**src/core/ddp_cfg.svh**
```systemverilog
`ifndef DDP_CFG_SVH
`define DDP_CFG_SVH
`define DDP_AUX_ADDR 8'ha2
`define DDP_SEL_BIT 0
`define DDP_ZERO_BIT 2
`define DDP_FLAG_BIT 3
`define DDP_BOOT_BIT 5
`define DDP_PTR_RESET 16'h0000
`define DDP_BOOT_LO 16'hf800
`define DDP_BOOT_HI 16'hffff
`define DDP_AUX_WIDTH 8
`define DDP_AUX_IDLE 8'h00
`define DDP_SEL_RESET 1'b0
`define DDP_FLAG_RESET 1'b0
`define DDP_BOOT_RESET 1'b0
`define DDP_HIT_RESET 1'b0
`define DDP_FUSE_WAIT 1'b1
`endif

```
**src/core/ddp_pkg.sv**
```systemverilog
package ddp_pkg;
   typedef enum logic [1:0] {DDP_OP_NONE, DDP_OP_LOAD, DDP_OP_INC} ddp_op_t;

   typedef struct packed {
      logic wr;
      logic rd;
      logic [7:0] addr;
      logic [7:0] wdata;
   } ddp_sfr_req_t;

   typedef struct packed {
      logic [15:0] ptr0;
      logic [15:0] ptr1;
      logic sel;
      logic boot_en;
      logic flag;
      logic [7:0] rdata;
      logic [15:0] xaddr;
      logic boot_hit;
      logic fuse_pending;
   } ddp_state_t;
endpackage : ddp_pkg

```
**src/core/ddp_dual_pointer.sv**
```systemverilog
`timescale 1ns/10ps
`include "ddp_cfg.svh"
// Functional notes
// - two independent 16-bit data pointers exist and either can form an external data address.
// - bit 0 of the auxiliary register picks pointer zero when clear and pointer one when set.
// - bit 5 enables the boot memory mapping over code addresses f800h to ffffh.
// - bit 3 is a free read/write user flag with no hardware effect.
// - bit 2 reads zero and ignores writes so an increment only toggles the select bit.
// - reserved bits 7, 6, 4 and 1 read indeterminate and software must never set them; this design reads them as zero.
// - the auxiliary register sits at sfr address a2h, whole byte only, no bit addressing.
// - reset clears select and bit 2 and loads the boot enable from the boot jump fuse.
module ddp_dual_pointer (
   input wire logic core_clk, // 50 mhz core clock
   input wire logic sys_rst, // async reset, active high
   input wire ddp_pkg::ddp_sfr_req_t sfr_req, // byte-wide sfr access
   input wire logic sfr_bit_op, // core bit-addressing cycle
   input wire ddp_pkg::ddp_op_t ptr_op, // pointer operation
   input wire logic [15:0] ptr_load_val, // value for pointer load
   input wire logic boot_jump_fuse, // fuse level, sampled after reset
   input wire logic [15:0] code_addr, // current code fetch address
   output logic [7:0] sfr_rdata, // registered read data
   output logic [15:0] xdata_addr, // active pointer for external access
   output logic pointer_select, // current select bit
   output logic boot_map_enable, // boot mapping enable
   output logic boot_space_hit // code fetch falls in mapped boot space
);
   import ddp_pkg::*;

   // the whole register state is one packed struct; one comb block builds its next copy
   ddp_state_t st;
   ddp_state_t next_st;

   // limitation: the core bumps this register by read-modify-write, so the increment
   // trick only toggles the select because bit 2 never holds a one
   // trade-off: reserved bits read zero rather than anything random, which keeps
   // software that masks them honest and costs no storage

   // the register answers only a whole-byte access at its own address
   function automatic logic aux_hit(input ddp_sfr_req_t r, input logic bit_op);
      logic addr_match;
      addr_match = (r.addr == `DDP_AUX_ADDR);
      aux_hit = addr_match && !bit_op;
   endfunction : aux_hit

   // bit-addressed cycles never reach this register, not even a read-modify-write one
   function automatic logic aux_write_hit(input ddp_sfr_req_t r, input logic bit_op);
      aux_write_hit = r.wr && aux_hit(r, bit_op);
   endfunction : aux_write_hit

   // a read has no side effect, so a spurious one is harmless
   function automatic logic aux_read_hit(input ddp_sfr_req_t r, input logic bit_op);
      aux_read_hit = r.rd && aux_hit(r, bit_op);
   endfunction : aux_read_hit

   // only the select, the user flag and the boot enable have storage behind them
   function automatic logic aux_writable(input int idx);
      case (idx)
         `DDP_SEL_BIT: begin
            aux_writable = 1'b1;
         end
         `DDP_FLAG_BIT: begin
            aux_writable = 1'b1;
         end
         `DDP_BOOT_BIT: begin
            aux_writable = 1'b1;
         end
         default: begin
            aux_writable = 1'b0;
         end
      endcase
   endfunction : aux_writable

   // reserved bits read zero so software never sees stray ones there
   function automatic logic [7:0] aux_image(input ddp_state_t s);
      aux_image = `DDP_AUX_IDLE;
      aux_image[`DDP_SEL_BIT] = s.sel;
      aux_image[`DDP_FLAG_BIT] = s.flag;
      aux_image[`DDP_BOOT_BIT] = s.boot_en;
      aux_image[`DDP_ZERO_BIT] = 1'b0;
   endfunction : aux_image

   // a write lands only in the bits with storage; ones in reserved bits and bit 2 are dropped
   function automatic ddp_state_t apply_write(input ddp_state_t s, input logic [7:0] wdata);
      logic [7:0] kept;
      kept = `DDP_AUX_IDLE;
      for (int i = 0; i < `DDP_AUX_WIDTH; i++) begin
         if (aux_writable(i)) begin
            kept[i] = wdata[i];
         end
      end
      apply_write = s;
      apply_write.sel = kept[`DDP_SEL_BIT];
      apply_write.flag = kept[`DDP_FLAG_BIT];
      apply_write.boot_en = kept[`DDP_BOOT_BIT];
   endfunction : apply_write

   // the pointer the core will put on the external address bus
   function automatic logic [15:0] active_ptr(input ddp_state_t s);
      if (s.sel) begin
         active_ptr = s.ptr1;
      end else begin
         active_ptr = s.ptr0;
      end
   endfunction : active_ptr

   // wraps from ffff to 0000; the carry is not kept anywhere
   function automatic logic [15:0] ptr_inc(input logic [15:0] cur);
      ptr_inc = cur + 16'h0001;
   endfunction : ptr_inc

   function automatic logic [15:0] ptr_next(input ddp_op_t op, input logic [15:0] cur,
      input logic [15:0] load_val);
      case (op)
         DDP_OP_LOAD: begin
            ptr_next = load_val;
         end
         DDP_OP_INC: begin
            ptr_next = ptr_inc(cur);
         end
         DDP_OP_NONE: begin
            ptr_next = cur;
         end
         default: begin
            ptr_next = cur;
         end
      endcase
   endfunction : ptr_next

   // only the selected pointer moves; the other keeps its value
   function automatic ddp_state_t step_pointers(input ddp_state_t s, input ddp_op_t op,
      input logic [15:0] load_val);
      step_pointers = s;
      if (s.sel) begin
         step_pointers.ptr1 = ptr_next(op, s.ptr1, load_val);
      end else begin
         step_pointers.ptr0 = ptr_next(op, s.ptr0, load_val);
      end
   endfunction : step_pointers

   // the upper bound is the top of the space, kept so the window reads plainly
   function automatic logic in_boot_space(input logic [15:0] a);
      logic above_lo;
      logic below_hi;
      above_lo = (a >= `DDP_BOOT_LO);
      below_hi = (a <= `DDP_BOOT_HI);
      in_boot_space = above_lo && below_hi;
   endfunction : in_boot_space

   // looks at the fetch address of this cycle, so the flag lags the address by one clock
   function automatic logic boot_hit_of(input logic enable, input logic [15:0] a);
      if (enable) begin
         boot_hit_of = in_boot_space(a);
      end else begin
         boot_hit_of = 1'b0;
      end
   endfunction : boot_hit_of

   always_comb begin
      ddp_state_t stepped;
      // stepped from the current state so a same-cycle select write cannot steer it
      stepped = step_pointers(st, ptr_op, ptr_load_val);
      next_st = st;
      next_st.fuse_pending = 1'b0;

      // the fuse is taken one clock after reset release, once its sense has settled
      if (st.fuse_pending) begin
         next_st.boot_en = boot_jump_fuse;
      end

      // a byte write in the same cycle wins over the fuse
      if (aux_write_hit(sfr_req, sfr_bit_op)) begin
         next_st = apply_write(next_st, sfr_req.wdata);
      end

      // pointer ops follow the select as it stood, so a select write counts from next cycle
      next_st.ptr0 = stepped.ptr0;
      next_st.ptr1 = stepped.ptr1;

      // read data stands for one cycle and is zero otherwise
      if (aux_read_hit(sfr_req, sfr_bit_op)) begin
         next_st.rdata = aux_image(st);
      end else begin
         next_st.rdata = `DDP_AUX_IDLE;
      end

      // copies kept in flops so that every output comes straight from a register
      next_st.xaddr = active_ptr(next_st);
      next_st.boot_hit = boot_hit_of(next_st.boot_en, code_addr);
   end

   always_ff @(posedge core_clk or posedge sys_rst) begin
      if (sys_rst) begin
         // pointers clear too, although the rules leave them open
         st.ptr0 <= `DDP_PTR_RESET;
         st.ptr1 <= `DDP_PTR_RESET;
         st.xaddr <= `DDP_PTR_RESET;
         // select and bit 2 clear; the flag has no reset of its own, zero is chosen
         st.sel <= `DDP_SEL_RESET;
         st.flag <= `DDP_FLAG_RESET;
         // the boot enable waits for the fuse, which is taken after release
         st.boot_en <= `DDP_BOOT_RESET;
         st.fuse_pending <= `DDP_FUSE_WAIT;
         st.boot_hit <= `DDP_HIT_RESET;
         st.rdata <= `DDP_AUX_IDLE;
      end else begin
         st <= next_st;
      end
   end

   // outputs are fields of the state register, no logic in between
   assign sfr_rdata = st.rdata;
   assign xdata_addr = st.xaddr;
   assign pointer_select = st.sel;
   assign boot_map_enable = st.boot_en;
   assign boot_space_hit = st.boot_hit;
endmodule : ddp_dual_pointer

```
**config.mk**
```make
export PLATFORM = sky130hd
export DESIGN_NAME = ddp_dual_pointer
export DESIGN_NICKNAME = d
export VERILOG_FILES = /design/src/core/ddp_pkg.sv /design/src/core/ddp_dual_pointer.sv
export VERILOG_INCLUDE_DIRS = /design/src /design/src/core
export SDC_FILE = /design/constraint.sdc
export NUM_CORES = 1
export LEC_CHECK = 0
export BUFFER_PORTS_ARGS = -buffer_cell sky130_fd_sc_hd__buf_2
export CAP_MARGIN = 0
export CORE_MARGIN = 8
export CORE_UTILIZATION = 57
export DETAILED_ROUTE_END_ITERATION = 7
export PLACE_DENSITY = 0.84
export SYNTH_ARGS = -nofsm -noshare
export SYNTH_HDL_FRONTEND = slang
export SYNTH_SLANG_ARGS = --single-unit
```
**constraint.sdc**
```tcl
create_clock -name core_clk -period 4.6 [get_ports core_clk]
set_input_delay 0.92 -clock core_clk [delete_from_list [all_inputs] [get_ports core_clk]]
set_output_delay 0.92 -clock core_clk [all_outputs]
set_load 0.01 [all_outputs]
```
==> qor.log <==
[status] status complete, no violations
[cells_and_area] final standard cell count with taps included and fillers excluded 451
[power] cell area power density 335 nW/um2
[sta] slew at the pin closest to its max-slew limit 995 ps
[sta] fin crit share 0.599
[critical_path] maximum fanout along the worst path 27
[floorplan] Horiz. Die Dim 91.5 um
[sta] top achievable clock speed 363 MHz
[global_routing] initial antenna violation count 0
[routing] total vias in the final route 2,595
[clock_tree] clk sinks 56
[routing] mean number of vias per cell 5.75
[routing] routed wire length 7.41 mm
[placement] worst slack, placed 1530 ps
[sta] final worst slack 1840 ps
[sta] time the final worst path needs with I/O delays and setup 2760 ps
[routing] WL met1 3.03 mm
[floorplan] number of top-level design ports 83
[floorplan] Initial Util 0.589
[clock_tree] clock tree from TritonCTS yes
[critical_path] cell depth of the worst flop-to-flop path 5
[critical_path] capture instance of the worst register-to-register path xdata_addr[14]
[worst_hold_path] Hold Startpoint st[26]
[critical_path] critical path class in2reg
[cells_and_area] most frequent cells in the layout buf_2, dfrtp_1, nand2_1
[logic_synthesis] Cell variety after synth 52
[floorplan] core outline area 5510 um2
[logic_synthesis] predominant post-synthesis flop cell dfrtp_1
[floorplan] number of placement rows 27
[cells_and_area] nets@finish 438
[routing] detailed route wirelength on metal2 3.79 mm
[logic_synthesis] cells taking the most area after synthesis dfrtp_1, buf_4, nand2_1
[worst_hold_path] Worst Hold Depth 2
[logic_synthesis] part of the Yosys area used for sequential elements 0.432
[global_routing] global-route wire length before repair 12.4 mm
[routing] highest metal layer with signal wires met4
[clock_tree] number of buffers added for setup after CTS 0
[sta] final hold violation count 0
[clock_tree] clock buffer count from CTS 5
[sta] unrepaired setup endpoints after global routing false
[critical_path] slack of the worst reg-to-reg path 2430 ps
[logic_synthesis] synthesized flop and latch total 56
[clock_tree] count of hold-fix buffers inserted at cts 0
[worst_hold_path] hold endpoint sfr_rdata[3]
[routing] number of violations reported at the end of detailed-routing iteration 0 231
[sta] remaining max-slew budget at the tightest pin 0.337
[routing] Remaining DRCs 0
[clock_tree] maximum clock insertion buffer count 2
[power] peak supply drop 0.153 mV
[sta] TNS Setup 0 ps
[power] overall power 1190 uW
[routing] remaining antenna violation count 0
[floorplan] Die Outline Area 8360 um2
[critical_path] reg-to-reg startpoint pointer_select
[routing] per-cell routed wire length 16.4 um
[global_routing] via count of the first global-routing pass 2,716
[logic_synthesis] area of the mapped netlist 3250 um2
[sta] worst slack on hold paths 520 ps
[clock_tree] maximum level of the CTS H-tree 2
[clock_tree] clock latency reported for the late side of the worst-skew pair 310 ps
[cells_and_area] most common library cell in the layout ignoring fill and taps buf_2
[logic_synthesis] proportion of register bits with asynchronous set or reset after synthesis 1.00
[sta] Clock Skews 12.8 ps
[critical_path] Data required, critical path 4800 ps
[logic_synthesis] area leader, netlist dfrtp_1
[sta] endpoints failing setup 0
[cells_and_area] share of final-layout standard cells stronger than drive strength 1 0.256
[cells_and_area] n_diodes 0
[placement] I/O Buffers 61
[placement] placer's final routability congestion estimate 0.873
[critical_path] Setup crit start kind input port
[clock_tree] Post-CTS Resized 0
[cells_and_area] count of fill cells added during filler insertion 471
[logic_synthesis] number of synthesized flops with an enable pin 0
[routing] router iterations before antenna repair 4
[placement] half-perimeter wire length after placement 5.39 mm
[sta] max-slew violation total from the final report 0
[clock_tree] cell chosen for the clock root clkbuf_8
[critical_path] endpoint kind of the worst setup timing path register
[job] total of max-cap violations 0
[logic_synthesis] Gate Count Post-Synth 341
[global_routing] global-route usage over all layers 0.180
[critical_path] Data arrival, critical path 2950 ps
[logic_synthesis] Synth Area per Inst 9.52 um2
[clock_tree] CTS clk-pin slew, worst paths 100 ps
[placement] instance count after placement with tap cells included 443
[global_routing] largest net degree at the start of global routing 57
[cells_and_area] Layout area overhead 9.64%
[floorplan] DIE HEIGHT 91.5 um
[worst_hold_path] class of the tightest hold or removal check reg2reg
[routing] amount of wire on met3 after detailed routing 461 um
[global_routing] GR Overflow Total 0
[power] standby leakage power 0.00169 uW
[logic_synthesis] Synth top area share 0.424
[logic_synthesis] Synthesis Warnings 0
[logic make-up (layout without fill, tap and decap cells)]
group / after synthesis / in the layout / synth area share
compound gates: 81 / 81 / 0.166
fa+ha+maj: 4 / 4 / 0.0154
other cells: 1 / 6 / 0.00116
buf+inv: 55 / 88 / 0.0998
simple gates: 115 / 115 / 0.177
mux: 29 / 29 / 0.109
flops: 56 / 56 / 0.432
[cells in the mapped netlist, drive strengths merged (3+ instances only)]
master    n
nand4     8
and3      3
mux2     20
nand2    42
nand3    13
nor2     26
dfrtp    55
a221oi    3
a21oi    21
o221ai    5
o2bb2ai   3
buf      36
a31oi     4
o21ai    17
mux2i     9
or2       3
inv      14
o211ai    5
nor3      5
clkbuf    5
a22o      4
ha        4
o31ai     6
[registers in the layout, indices dropped and copies added, names as in the netlist]
signal           cells
boot_map_enable      1
xdata_addr          16
boot_space_hit       1
st                  34
pointer_select       1
sfr_rdata            3
[critical path, stage by stage]
cell and delay [ps]:
buf_2 90, inv_1 40, ha_1 320, nand2b_1 780
nor3_1 110, a21oi_1 160, o221ai_1 170, mux2_1 370
[report_power, final]
part | internal (uW) | switching, uW
registers | 544 | 45.2
logic | 98.3 | 125
clock network | 218 | 160
total | 860 | 331
[metrics by stage]
step	area (um2)	util
5_1_grt	3560	0.646
6_report	3560	0.646
3_3_place_gp	3430	0.622
3_5_place_dp	3430	0.622
4_1_cts	3560	0.646
2_1_floorplan	3260	-
[worst max-delay path by stage]
stage,start,end,cells past startpoint
2_1_floorplan,ptr_op[0],xdata_addr[15],6
3_3_place_gp,ptr_op[0],xdata_addr[15],7
3_5_place_dp,ptr_op[0],xdata_addr[4],8
4_1_cts,ptr_op[0],xdata_addr[14],8
5_1_grt,ptr_op[0],xdata_addr[7],8
6_report,ptr_op[0],xdata_addr[4],8
[routing by layer]
| layer | vias up | global-route usage |
|---|---|---|
| li1 | 1264 | - |
| met1 | 1235 | 0.202 |
| met2 | 83 | 0.312 |
| met3 | 13 | 0.0494 |
| met4 | 0 | 0.0750 |
| met5 | - | 0 |
[area by class of cell]
type | count | area, um2 | share of cell area
Clock buffer | 6 | 72.6 | 0.0204
Timing Repair Buffer | 66 | 343 | 0.0963
Clock inverter | 2 | 60.1 | 0.0169
Tap cell | 72 | 90.1 | 0.0253
Multi-Input combinational cell | 235 | 1540 | 0.432
Sequential cell | 56 | 1400 | 0.394
Inverter | 14 | 52.6 | 0.0148
No activity file was read; power rests on OpenSTA's default activity.
